==> src/msig_pkg.sv <==
// Purpose: Shared constants and carrier types for the motion sensor, interrupt and port block.
// Assumes: 8-bit command bus, synchronous to i_core_clk.
// Notes:   Register addresses and bit positions are collected here.
package msig_pkg;

   // Register addresses on the command bus.
   localparam logic [3:0] ADDR_START_MODE = 4'h0;
   localparam logic [3:0] ADDR_REG_SELECT = 4'h1;
   localparam logic [3:0] ADDR_CTRL_MODE  = 4'h2;
   localparam logic [3:0] ADDR_OUT_MODE   = 4'h3;
   localparam logic [3:0] ADDR_ENV_LO     = 4'h4;
   localparam logic [3:0] ADDR_ENV_HI     = 4'h5;
   localparam logic [3:0] ADDR_PORT_IO    = 4'h6;
   localparam logic [3:0] ADDR_MAIN_STS   = 4'h7;
   localparam logic [3:0] ADDR_IN_STS_LO  = 4'h8;
   localparam logic [3:0] ADDR_IN_STS_HI  = 4'h9;
   localparam logic [3:0] ADDR_RDP_B0     = 4'hA;
   localparam logic [3:0] ADDR_RDP_B1     = 4'hB;
   localparam logic [3:0] ADDR_RDP_B2     = 4'hC;

   // Command bit positions.
   localparam int STOP_IRQ_EN_BIT     = 5;
   localparam int RAMP_IRQ_EN_BIT     = 4;
   localparam int EXTSTA_IRQ_EN_BIT   = 5;
   localparam int ORIGIN_CTRL_EN_BIT  = 0;
   localparam int SLOWDOWN_CTRL_BIT   = 1;
   localparam int GEN_OUT_LEVEL_BIT   = 4;
   localparam int SEQ_MASK_BIT        = 2;
   localparam int PULSE_MASK_BIT      = 3;
   localparam int INPUT_SENS_BIT      = 4;
   localparam int COMPAT_SEL_A_BIT    = 5;
   localparam int AUTO_RAMPDOWN_BIT   = 6;
   localparam int COMPAT_SEL_B_BIT    = 7;
   localparam int PORT_FUNC_BIT       = 8;
   localparam int PORT1_DIR_BIT       = 12;

   // Input filter: index of each pin in the filter array.
   localparam int N_IN      = 12;
   localparam int IN_PEL    = 0;
   localparam int IN_MEL    = 1;
   localparam int IN_PSD    = 2;
   localparam int IN_MSD    = 3;
   localparam int IN_ORG    = 4;
   localparam int IN_STP    = 5;
   localparam int IN_PORT1  = 6;
   localparam int IN_STEP   = 10;
   localparam int IN_DRIVE  = 11;
   localparam logic [11:0] FILT_MASK   = 12'h033;
   localparam logic [11:0] PIN_RESET   = 12'hFFF;
   localparam int          FILT_CYCLES = 4;
   localparam logic [1:0]  FILT_LAST   = 2'(FILT_CYCLES - 1);

   typedef enum logic [1:0] {
      MSIG_NATIVE     = 2'b00,
      MSIG_LEGACY_A   = 2'b01,
      MSIG_LEGACY_OLD = 2'b10
   } msig_compat_t;

   typedef struct packed {
      logic       wr;
      logic [3:0] addr;
      logic [7:0] wdata;
   } msig_bus_t;

   typedef struct packed {
      logic running;
      logic dir_minus;
      logic high_speed;
      logic positioning;
      logic decelerating;
      logic start_cmd;
      logic start_dir_minus;
      logic start_high;
      logic ext_start;
      logic motion_done;
   } msig_motion_t;

endpackage

==> src/msig_top.sv <==
// Purpose: Sensor filtering, stop and slow-down control, interrupt causes and shared ports.
// Assumes: Bus strobes and motion core signals are synchronous to i_core_clk.
// Notes:   Operation
// Operation
// - Pulse mask set: end limits do not affect motion, still shown in status.
// - Low sensitivity rejects origin, limit and stop pulses under 5 clocks.
// - Enabled slow-down input of travel direction decelerates, release re-accelerates.
// - High start with slow-down on runs at low speed; ignore it while decelerating.
// - Both slow-down levels always appear in the input status.
// - Enabled origin input stops motion at once; stays stopped after release.
// - Start refused while enabled origin on; stop interrupt still raised if enabled.
// - Three interrupt causes, each enabled by its own command bit at 1.
// - Writing 0 to a cause bit clears it and keeps it masked.
// - Interrupt asserted when any enabled cause occurred; one flag per cause.
// - Main status cause flag reads 0 while asserting, 1 otherwise.
// - Interrupt status bit is 1 when any cause flag is on.
// - Ramp-down cause fires when remaining count falls to the compare value.
// - Manual ramp-down: compare value equals the written ramp-down point.
// - Ramp-down deceleration only in positioning while running at high speed.
// - Compatibility mode decoded from the two compatibility select bits.
// - General output always; shared port functions only in native mode.
// - General output pin follows its control bit, 0 low and 1 high.
// - Port register shows drive type and step size pin levels.
// - Pin function bit selects sequence outputs at 0, ports at 1.
// - Port direction bit 0 makes an output, 1 an input.
// - Port bits 0 to 3 read pin levels and write output levels.
// - Limit in travel direction stopping or blocking start raises stop cause.
`timescale 1ns/1ps
`default_nettype none

module msig_top (
   input  wire logic                  i_core_clk,    // Reference clock, 100 MHz.
   input  wire logic                  i_resetn,      // Asynchronous reset, active low.
   input  wire msig_pkg::msig_bus_t   i_bus,         // Command bus write port.
   output logic [7:0]                 o_rdata,       // Read data for the last address.
   input  wire msig_pkg::msig_motion_t i_motion,     // Motion core state and events.
   input  wire logic [23:0]           i_remaining,   // Remaining pulse down counter.
   input  wire logic [23:0]           i_auto_sdp,    // Automatic ramp-down value.
   input  wire logic [3:0]            i_seq,         // Excitation sequence from sequencer.
   input  wire logic                  i_plus_limit_in_n,    // Plus end limit pin.
   input  wire logic                  i_minus_limit_in_n,   // Minus end limit pin.
   input  wire logic                  i_plus_slowdown_in_n, // Plus slow-down pin.
   input  wire logic                  i_minus_slowdown_in_n,// Minus slow-down pin.
   input  wire logic                  i_origin_in_n,        // Origin pin.
   input  wire logic                  i_ext_stop_in_n,      // External stop pin.
   input  wire logic                  i_step_size_pin,      // Step size pin level.
   input  wire logic                  i_drive_type_pin,     // Drive type pin level.
   input  wire logic [3:0]            i_port_pin,    // Shared terminal input levels.
   output logic [3:0]                 o_port_pin,    // Shared terminal output levels.
   output logic [3:0]                 o_port_oe,     // Shared terminal drive enables.
   output logic                       o_general_output_pin, // General output level.
   output logic                       o_int_out,     // Interrupt pin level, always low.
   output logic                       o_int_oe,      // Interrupt pin drive enable.
   output logic                       o_stop_now,    // Immediate stop request.
   output logic                       o_start_refused, // Start command dropped.
   output logic                       o_low_start_speed, // Hold at low start speed.
   output logic                       o_slowdown_req, // Decelerate request.
   output logic                       o_rampdown_decel, // Ramp-down deceleration.
   output msig_pkg::msig_compat_t     o_compat_mode  // Decoded compatibility mode.
);

   typedef struct packed {
      logic [7:0]                 start_mode;
      logic [7:0]                 reg_select;
      logic [7:0]                 ctrl_mode;
      logic [7:0]                 out_mode;
      logic [15:0]                env;
      logic [3:0]                 port_out;
      logic [23:0]                rampdown_point_setting;
      logic [11:0]                s1;
      logic [11:0]                s2;
      logic [11:0]                s3;
      logic [11:0]                lvl;
      logic [11:0][1:0]           cnt;
      logic [2:0]                 flag;
      logic                       int_oe;
      logic                       stop_now;
      logic                       refused;
      logic                       fl_only;
      logic                       sd_req;
      logic                       rd_decel;
      logic                       cmp_prev;
      logic [7:0]                 rdata;
      logic [3:0]                 pin_out;
      logic [3:0]                 pin_oe;
      logic                       gen_out;
      msig_pkg::msig_compat_t     compat;
   } msig_state_t;

   msig_state_t cur_reg;
   msig_state_t cur_next;

   logic [11:0] raw_pins;
   logic        low_sens;
   logic        pel_on;
   logic        mel_on;
   logic        psd_on;
   logic        msd_on;
   logic        org_on;
   logic        stp_on;
   logic        org_en;
   logic        sd_en;
   logic        pulse_mask;
   logic        sd_dir_on;
   logic        sd_start_on;
   logic        lim_dir_on;
   logic        lim_start_on;
   logic        block_start;
   logic        refuse_now;
   logic        native;
   logic        port_mode;
   logic [23:0] cmp_val;
   logic        cmp_hit;
   logic [2:0]  irq_ev;
   logic [2:0]  en_cur;
   logic [2:0]  en_nxt;

   assign raw_pins = {i_drive_type_pin, i_step_size_pin, i_port_pin, i_ext_stop_in_n,
                      i_origin_in_n, i_minus_slowdown_in_n, i_plus_slowdown_in_n,
                      i_minus_limit_in_n, i_plus_limit_in_n};

   ////////////////////////////////////////////////////////////////////////////
   // Decoded pin state and command bits.

   // Sensor pins are active low; a filtered low level means the sensor is on.
   assign pel_on     = ~cur_reg.lvl[msig_pkg::IN_PEL];
   assign mel_on     = ~cur_reg.lvl[msig_pkg::IN_MEL];
   assign psd_on     = ~cur_reg.lvl[msig_pkg::IN_PSD];
   assign msd_on     = ~cur_reg.lvl[msig_pkg::IN_MSD];
   assign org_on     = ~cur_reg.lvl[msig_pkg::IN_ORG];
   assign stp_on     = ~cur_reg.lvl[msig_pkg::IN_STP];
   assign low_sens   = cur_reg.out_mode[msig_pkg::INPUT_SENS_BIT];
   assign org_en     = cur_reg.ctrl_mode[msig_pkg::ORIGIN_CTRL_EN_BIT];
   assign sd_en      = cur_reg.ctrl_mode[msig_pkg::SLOWDOWN_CTRL_BIT];
   assign pulse_mask = cur_reg.out_mode[msig_pkg::PULSE_MASK_BIT];

   assign sd_dir_on    = i_motion.dir_minus ? msd_on : psd_on;
   assign sd_start_on  = i_motion.start_dir_minus ? msd_on : psd_on;
   // Limits are dropped from motion control entirely while pulses are masked.
   assign lim_dir_on   = ~pulse_mask & (i_motion.dir_minus ? mel_on : pel_on);
   assign lim_start_on = ~pulse_mask & (i_motion.start_dir_minus ? mel_on : pel_on);
   assign block_start  = (org_en & org_on) | lim_start_on | stp_on;
   assign refuse_now   = i_motion.start_cmd & block_start;

   assign native    = cur_reg.out_mode[msig_pkg::COMPAT_SEL_A_BIT]
                    & cur_reg.env[msig_pkg::COMPAT_SEL_B_BIT];
   assign port_mode = native & cur_reg.env[msig_pkg::PORT_FUNC_BIT];

   // The compare uses the live counter, so the hit can fire mid-run on a rewrite.
   assign cmp_val = cur_reg.env[msig_pkg::AUTO_RAMPDOWN_BIT] ? i_auto_sdp
                                                            : cur_reg.rampdown_point_setting;
   assign cmp_hit = i_motion.running & (i_remaining <= cmp_val);

   assign irq_ev = {i_motion.ext_start,
                    cmp_hit & ~cur_reg.cmp_prev,
                    i_motion.motion_done | refuse_now};
   assign en_cur = {cur_reg.reg_select[msig_pkg::EXTSTA_IRQ_EN_BIT],
                    cur_reg.reg_select[msig_pkg::RAMP_IRQ_EN_BIT],
                    cur_reg.start_mode[msig_pkg::STOP_IRQ_EN_BIT]};

   ////////////////////////////////////////////////////////////////////////////
   // Next state.

   always_comb begin
      cur_next = cur_reg;

      if (i_bus.wr) begin
         unique case (i_bus.addr)
            msig_pkg::ADDR_START_MODE: cur_next.start_mode = i_bus.wdata;
            msig_pkg::ADDR_REG_SELECT: cur_next.reg_select = i_bus.wdata;
            msig_pkg::ADDR_CTRL_MODE:  cur_next.ctrl_mode  = i_bus.wdata;
            msig_pkg::ADDR_OUT_MODE:   cur_next.out_mode   = i_bus.wdata;
            msig_pkg::ADDR_ENV_LO:     cur_next.env[7:0]   = i_bus.wdata;
            msig_pkg::ADDR_ENV_HI:     cur_next.env[15:8]  = i_bus.wdata;
            msig_pkg::ADDR_PORT_IO:    cur_next.port_out   = i_bus.wdata[3:0];
            msig_pkg::ADDR_RDP_B0:     cur_next.rampdown_point_setting[7:0]   = i_bus.wdata;
            msig_pkg::ADDR_RDP_B1:     cur_next.rampdown_point_setting[15:8]  = i_bus.wdata;
            msig_pkg::ADDR_RDP_B2:     cur_next.rampdown_point_setting[23:16] = i_bus.wdata;
            default: begin
            end
         endcase
      end

      // Three-stage synchroniser; only agreement of stages two and three counts.
      cur_next.s1 = raw_pins;
      cur_next.s2 = cur_reg.s1;
      cur_next.s3 = cur_reg.s2;
      for (int k = 0; k < msig_pkg::N_IN; k++) begin
         if (cur_reg.s2[k] != cur_reg.s3[k] || cur_reg.s3[k] == cur_reg.lvl[k]) begin
            cur_next.cnt[k] = 2'h0;
         end else if (!(low_sens && msig_pkg::FILT_MASK[k])
                      || cur_reg.cnt[k] == msig_pkg::FILT_LAST) begin
            cur_next.lvl[k] = cur_reg.s3[k];
            cur_next.cnt[k] = 2'h0;
         end else begin
            cur_next.cnt[k] = cur_reg.cnt[k] + 2'h1;
         end
      end

      cur_next.stop_now = i_motion.running
                        & (lim_dir_on | (org_en & org_on) | stp_on);
      cur_next.refused  = refuse_now;

      // Low-speed hold is taken at start and lasts for the whole run.
      if (i_motion.start_cmd) begin
         cur_next.fl_only = i_motion.start_high & sd_en & sd_start_on;
      end else if (!i_motion.running) begin
         cur_next.fl_only = 1'b0;
      end

      // Freezing the request while decelerating keeps a released input from re-accelerating.
      if (!i_motion.decelerating) begin
         cur_next.sd_req = sd_en & i_motion.running & i_motion.high_speed & sd_dir_on;
      end

      cur_next.rd_decel = cmp_hit & i_motion.positioning & i_motion.high_speed;
      cur_next.cmp_prev = cmp_hit;

      // Enables as they stand after this cycle's write; built here to avoid a loop.
      en_nxt = {cur_next.reg_select[msig_pkg::EXTSTA_IRQ_EN_BIT],
                cur_next.reg_select[msig_pkg::RAMP_IRQ_EN_BIT],
                cur_next.start_mode[msig_pkg::STOP_IRQ_EN_BIT]};
      // A cause that fires in the cycle its bit is written wins over the clear.
      for (int k = 0; k < 3; k++) begin
         cur_next.flag[k] = (irq_ev[k] & en_cur[k]) | (cur_reg.flag[k] & en_nxt[k]);
      end
      cur_next.int_oe = |cur_next.flag;

      unique case (i_bus.addr)
         msig_pkg::ADDR_PORT_IO:
            cur_next.rdata = {2'h0, cur_reg.lvl[msig_pkg::IN_DRIVE],
                              cur_reg.lvl[msig_pkg::IN_STEP],
                              cur_reg.lvl[msig_pkg::IN_PORT1 +: 4]};
         msig_pkg::ADDR_MAIN_STS:
            cur_next.rdata = {5'h00, ~cur_reg.flag};
         msig_pkg::ADDR_IN_STS_LO:
            cur_next.rdata = {2'h0, stp_on, org_on, msd_on, psd_on,
                              mel_on, pel_on};
         msig_pkg::ADDR_IN_STS_HI:
            cur_next.rdata = {7'h00, |cur_reg.flag};
         default:
            cur_next.rdata = 8'h00;
      endcase

      for (int k = 0; k < 4; k++) begin
         cur_next.pin_oe[k] = port_mode
                            ? ~cur_reg.env[msig_pkg::PORT1_DIR_BIT + k] : 1'b1;
      end
      cur_next.pin_out = port_mode ? cur_reg.port_out
                       : (i_seq & {4{~cur_reg.out_mode[msig_pkg::SEQ_MASK_BIT]}});
      cur_next.gen_out = cur_reg.ctrl_mode[msig_pkg::GEN_OUT_LEVEL_BIT];

      if (native) begin
         cur_next.compat = msig_pkg::MSIG_NATIVE;
      end else if (cur_reg.out_mode[msig_pkg::COMPAT_SEL_A_BIT]) begin
         cur_next.compat = msig_pkg::MSIG_LEGACY_A;
      end else begin
         cur_next.compat = msig_pkg::MSIG_LEGACY_OLD;
      end
   end

   always_ff @(posedge i_core_clk or negedge i_resetn) begin
      if (!i_resetn) begin
         cur_reg        <= '0;
         cur_reg.s1     <= msig_pkg::PIN_RESET;
         cur_reg.s2     <= msig_pkg::PIN_RESET;
         cur_reg.s3     <= msig_pkg::PIN_RESET;
         cur_reg.lvl    <= msig_pkg::PIN_RESET;
         cur_reg.pin_oe <= 4'hF;
         cur_reg.compat <= msig_pkg::MSIG_LEGACY_OLD;
      end else begin
         cur_reg <= cur_next;
      end
   end

   assign o_rdata              = cur_reg.rdata;
   assign o_port_pin           = cur_reg.pin_out;
   assign o_port_oe            = cur_reg.pin_oe;
   assign o_general_output_pin = cur_reg.gen_out;
   assign o_int_out            = 1'b0;
   assign o_int_oe             = cur_reg.int_oe;
   assign o_stop_now           = cur_reg.stop_now;
   assign o_start_refused      = cur_reg.refused;
   assign o_low_start_speed    = cur_reg.fl_only;
   assign o_slowdown_req       = cur_reg.sd_req;
   assign o_rampdown_decel     = cur_reg.rd_decel;
   assign o_compat_mode        = cur_reg.compat;

   ////////////////////////////////////////////////////////////////////////////
   // Assertions.

   property p_limit_mask;
      @(posedge i_core_clk) disable iff (!i_resetn)
      (pulse_mask && !stp_on && !(org_en && org_on)) |=> !o_stop_now;
   endproperty
   a_limit_mask: assert property (p_limit_mask) else $error("limit acted while masked");

   property p_low_sens;
      @(posedge i_core_clk) disable iff (!i_resetn)
      (low_sens && cur_reg.s3[0] != cur_reg.lvl[0] && cur_reg.s2[0] == cur_reg.s3[0]
       && cur_reg.cnt[0] != msig_pkg::FILT_LAST) |=> $stable(cur_reg.lvl[0]);
   endproperty
   a_low_sens: assert property (p_low_sens) else $error("short limit pulse accepted");

   property p_slowdown;
      @(posedge i_core_clk) disable iff (!i_resetn)
      (sd_en && i_motion.running && i_motion.high_speed && !i_motion.decelerating
       && sd_dir_on) |=> o_slowdown_req;
   endproperty
   a_slowdown: assert property (p_slowdown) else $error("slow-down not requested");

   property p_origin_stop;
      @(posedge i_core_clk) disable iff (!i_resetn)
      (org_en && org_on && i_motion.running) |=> o_stop_now;
   endproperty
   a_origin_stop: assert property (p_origin_stop) else $error("origin did not stop");

   property p_refuse_irq;
      @(posedge i_core_clk) disable iff (!i_resetn)
      (refuse_now && en_cur[0]) |=> o_start_refused ##0 cur_reg.flag[0] ##0 o_int_oe;
   endproperty
   a_refuse_irq: assert property (p_refuse_irq) else $error("refusal lost its interrupt");

   property p_mask_clear;
      @(posedge i_core_clk) disable iff (!i_resetn)
      (!en_cur[0] && !en_nxt[0]) |=> !cur_reg.flag[0];
   endproperty
   a_mask_clear: assert property (p_mask_clear) else $error("masked cause still pending");

   property p_int_pin;
      @(posedge i_core_clk) disable iff (!i_resetn)
      o_int_oe == (|cur_reg.flag);
   endproperty
   a_int_pin: assert property (p_int_pin) else $error("interrupt pin disagrees");

   property p_main_sts;
      @(posedge i_core_clk) disable iff (!i_resetn)
      (i_bus.addr == msig_pkg::ADDR_MAIN_STS) |=> (o_rdata[2:0] == ~$past(cur_reg.flag));
   endproperty
   a_main_sts: assert property (p_main_sts) else $error("main status flag wrong");

   property p_ramp_irq;
      @(posedge i_core_clk) disable iff (!i_resetn)
      (cmp_hit && !cur_reg.cmp_prev && en_cur[1]) |=> cur_reg.flag[1];
   endproperty
   a_ramp_irq: assert property (p_ramp_irq) else $error("ramp-down cause missed");

   property p_gen_out;
      @(posedge i_core_clk) disable iff (!i_resetn)
      (i_bus.wr && i_bus.addr == msig_pkg::ADDR_CTRL_MODE)
      |=> ##1 (o_general_output_pin == $past(i_bus.wdata[4], 2));
   endproperty
   a_gen_out: assert property (p_gen_out) else $error("general output wrong");

   property p_port_dir;
      @(posedge i_core_clk) disable iff (!i_resetn)
      (port_mode && cur_reg.env[msig_pkg::PORT1_DIR_BIT]) |=> !o_port_oe[0];
   endproperty
   a_port_dir: assert property (p_port_dir) else $error("input port driven");

   property p_cov_stop;
      @(posedge i_core_clk) disable iff (!i_resetn)
      i_motion.running ##1 o_stop_now;
   endproperty
   c_cov_stop: cover property (p_cov_stop);

   property p_cov_ramp;
      @(posedge i_core_clk) disable iff (!i_resetn)
      $rose(cur_reg.flag[1]);
   endproperty
   c_cov_ramp: cover property (p_cov_ramp);

   property p_cov_port;
      @(posedge i_core_clk) disable iff (!i_resetn)
      port_mode && o_port_oe != 4'hF;
   endproperty
   c_cov_port: cover property (p_cov_port);

endmodule

`default_nettype wire

==> config.mk <==
export PLATFORM = sky130hd
export DESIGN_NAME = msig_top
export DESIGN_NICKNAME = d
export VERILOG_FILES = /design/src/msig_pkg.sv /design/src/msig_top.sv
export SDC_FILE = /design/constraint.sdc
export NUM_CORES = 1
export LEC_CHECK = 0
export BUFFER_PORTS_ARGS = -buffer_cell sky130_fd_sc_hd__buf_4
export CAP_MARGIN = 0
export CORE_AREA = 2 2 116 95
export CTS_BUF_LIST = sky130_fd_sc_hd__clkbuf_16
export CTS_CLUSTER_DIAMETER = 100
export DETAILED_ROUTE_END_ITERATION = 16
export DIE_AREA = 0 0 118 97
export PLACE_DENSITY = 0.86
export SLEW_MARGIN = 25
export SYNTH_ARGS = -nofsm -noshare
export SYNTH_HDL_FRONTEND = slang
export SYNTH_SLANG_ARGS = --single-unit
==> constraint.sdc <==
create_clock -name i_core_clk -period 3.3 [get_ports i_core_clk]
set_input_delay 0.165 -clock i_core_clk [delete_from_list [all_inputs] [get_ports i_core_clk]]
set_output_delay 0.165 -clock i_core_clk [all_outputs]
set_load 0.02 [all_outputs]
==> results_dict.tcl <==
set metrics [dict create \
    status "completed" \
    cts_buffers 17 \
    drt_iter0_drc 289 \
    clk_pin_slew_ns 0.06 \
    htreeDepth 4 \
    detail_route.first_pass.iterations 5 \
    max-slew-margin-rel_pct 39.8 \
    path_max_fanout 16 \
    avgSynthCellArea_um2 12.9 \
    drc 0 \
    die_w_um 118 \
    synth-async-reset-ratio_pct 100 \
    first_global_vias 4149 \
    cp_top_family "simple AND/OR/NAND/NOR gates" \
    power.total_w 0.00460 \
    cp.required_ns 3.59 \
    diodes 0 \
    clock_path_buffers 2 \
    yosysSeqAreaShare_pct 58.8 \
    coreArea_um2 10200 \
    cts.repair.resized 0 \
    final_cell_area_um2 7170 \
    reg2reg_slack_ns 0.36 \
    critPathKind "register to register" \
    slowest_delay_ns 0.54 \
    maxCapViolations 0 \
    drive_gt1_share_pct 42.8 \
    fin_tns_setup_ns 0 \
    ys_warn_count 0 \
    syn-instance-count 430 \
    fin_nets 674 \
    chipHeight_um 97 \
    setup_violations 0 \
    critPathLaunchType "register" \
    crit_chain "buf_4 -> mux2i_1 -> ha_1 -> nand4_1 -> nor4_1 -> o311ai_0 -> nand4_1 -> a21boi_0 -> a211o_1" \
    cts_tree "done" \
    die-area_um2 11400 \
    worst_r2r_path_depth 9 \
    drt-total-wl_um 12400 \
    largest_reg_flops 80 \
    synth.top_cell.area_share_pct 33.7 \
    fill_cells 675 \
    grt_max_degree 61 \
    seqCellArea_um2 3270 \
    area_growth_pct 28.9 \
    syn-cell-area_um2 5560 \
    synth_cell_type_count 39 \
    vdd_drop_max_uv 572 \
    power_leakage_nw 3.30 \
    hold_violations 0 \
    gp_congestion 0.967 \
    path_common_cell "nand4_1" \
    fin_crit_ns 2.94 \
    power.density_nw_per_um2 642 \
    arrival_ns 3.24 \
    whs_ns 0.0209 \
    ys_ff_latch 128 \
    drv_slew 0 \
    place_area_um2 6440 \
    ys.flop_type "dfrtp_1" \
    fin_crit_sh_pct 89.2 \
    ant_nets 0 \
    grt_pass1_wl_um 20600 \
    antenna_found_initial 0 \
    multi_input_area_um2 2110 \
    clock-skew-final_ns 0.00717 \
    num_rows 33 \
    yosys-top-cells-area "dfrtp_1, dfstp_2, mux2_2, ha_1, mux2i_1" \
    cp.depth 9 \
    io-pin-count 115 \
    track_usage_pct 23.3 \
    rsz0062_at_grt "no" \
    rr_startpoint "cur_reg[135]" \
    hpwl_um 8660 \
    hp-start "i_motion[7]" \
    tightest_slew_ns 0.901 \
    initial_core_util_pct 54.5 \
    vias 3879 \
    io_buffers 111 \
    worst_path_max_delay_cell "nor4_1" \
    ctsRootBufferMaster "clkbuf_16" \
    hold_depth 2 \
    synth_edf_count 0 \
    end_kind "register" \
    hp-class "primary input to register" \
    synth_area_leader_cell "dfrtp_1" \
    vias_per_cell 5.46 \
    clock-sinks 128 \
    max_freq_mhz 340 \
    timing.rr.end "o_int_oe" \
    grt_overflow 0 \
    routedWlPerCell_um 17.5 \
    hold_end "o_rampdown_decel" \
    clk_latency_ns 0.41 \
    path_buf_inv 1 \
]
[cells in the final DEF (no fill, tap or decap), drive strengths merged, types with 2 or more instances in the layout]
cell	Yosys	layout
dfrtp	75	75
o21ai	21	21
mux2	45	45
nand4	10	10
ha	28	28
dfstp	53	53
clkinvlp	0	2
a22o	6	6
conb	1	3
nand2b	16	16
nand2	31	31
and3	3	3
a21o	5	5
mux2i	25	25
clkinv	0	6
maj3	8	8
clkbuf	5	17
nand3	2	2
nor3	8	8
nor2b	5	5
nand3b	2	2
a21oi	14	14
dlygate4sd3	0	17
nor3b	6	6
nand4b	2	2
nor2	17	17
buf	21	115
inv	7	13
o21a	2	2
a211oi	3	3
[worst max-delay path by stage]
stage / start / endpoint / slack, ns
global route: cur_reg[135] / o_int_oe / 0.16
floorplan: cur_reg[135] / o_int_oe / 0.51
finish: cur_reg[135] / o_int_oe / 0.36
global placement: cur_reg[135] / o_int_oe / 0.65
detailed placement: cur_reg[135] / o_int_oe / 0.42
CTS: cur_reg[135] / o_int_oe / 0.39
[cells in the mapped netlist, types with 2 or more instances]
library cell  number
a211oi_1           3
a21o_1             5
a21oi_1           14
a22o_1             6
and3_1             3
buf_1              2
buf_4             19
clkbuf_1           5
dfrtp_1           75
dfstp_2           53
ha_1              28
inv_1              7
maj3_1             8
mux2_2            44
mux2i_1           25
nand2_1           31
nand2b_1          16
nand3_1            2
nand3b_1           2
nand4_1           10
nand4b_1           2
nor2_1            17
nor2b_1            5
nor3_1             8
nor3b_1            5
o21a_1             2
o21ai_0           21
[cell families after synthesis]
logic type | synth area share [%]
other cells | 0.0674
mux | 13.7
simple gates | 9.56
fa+ha+maj | 7.74
buf+inv | 3.51
flops | 58.8
compound gates | 6.68
[cell type report]
| cell class | count | share of cell area (%) |
|---|---|---|
| well taps | 140 | 2.44 |
| clock inverters | 15 | 1.90 |
| inverters | 7 | 0.366 |
| clock buffers | 17 | 5.93 |
| repair buffers | 132 | 14.4 |
| multi-input cells | 271 | 29.4 |
| flip-flops and latches | 128 | 45.6 |
[repair_timing]
item                                   in CTS  in global routing
setup endpoints to repair                   0                  0
hold buffers                               17                  0
endpoints found under the hold margin      40                  0
setup buffers                               0                  0
[where the power goes]
part           internal [W]  switching, W
clock network       0.00104      0.000711
registers           0.00184      0.000154
logic              0.000441      0.000420
total               0.00332       0.00128
[per-layer routing]
| metal | track usage [%] | share of wire [%] |
|---|---|---|
| met3 | 6.96 | 5.5 |
| met5 | 0 | 0 |
| met1 | 28.8 | 42 |
| met2 | 39.3 | 51 |
| met4 | 8.16 | 1.5 |
[per-stage QoR]
| step | util [%] | std cells | worst slack (ns) |
|---|---|---|---|
| 6_report | 70.3 | 710 | 0.358 |
| 4_1_cts | 70.3 | 710 | 0.388 |
| 3_3_place_gp | 63.1 | 661 | 0.649 |
| 5_1_grt | 70.3 | 710 | 0.165 |
| 3_5_place_dp | 63.1 | 661 | 0.424 |
| 2_1_floorplan | - | 432 | 0.507 |
Note: power is estimated with default switching activity, not from simulation.
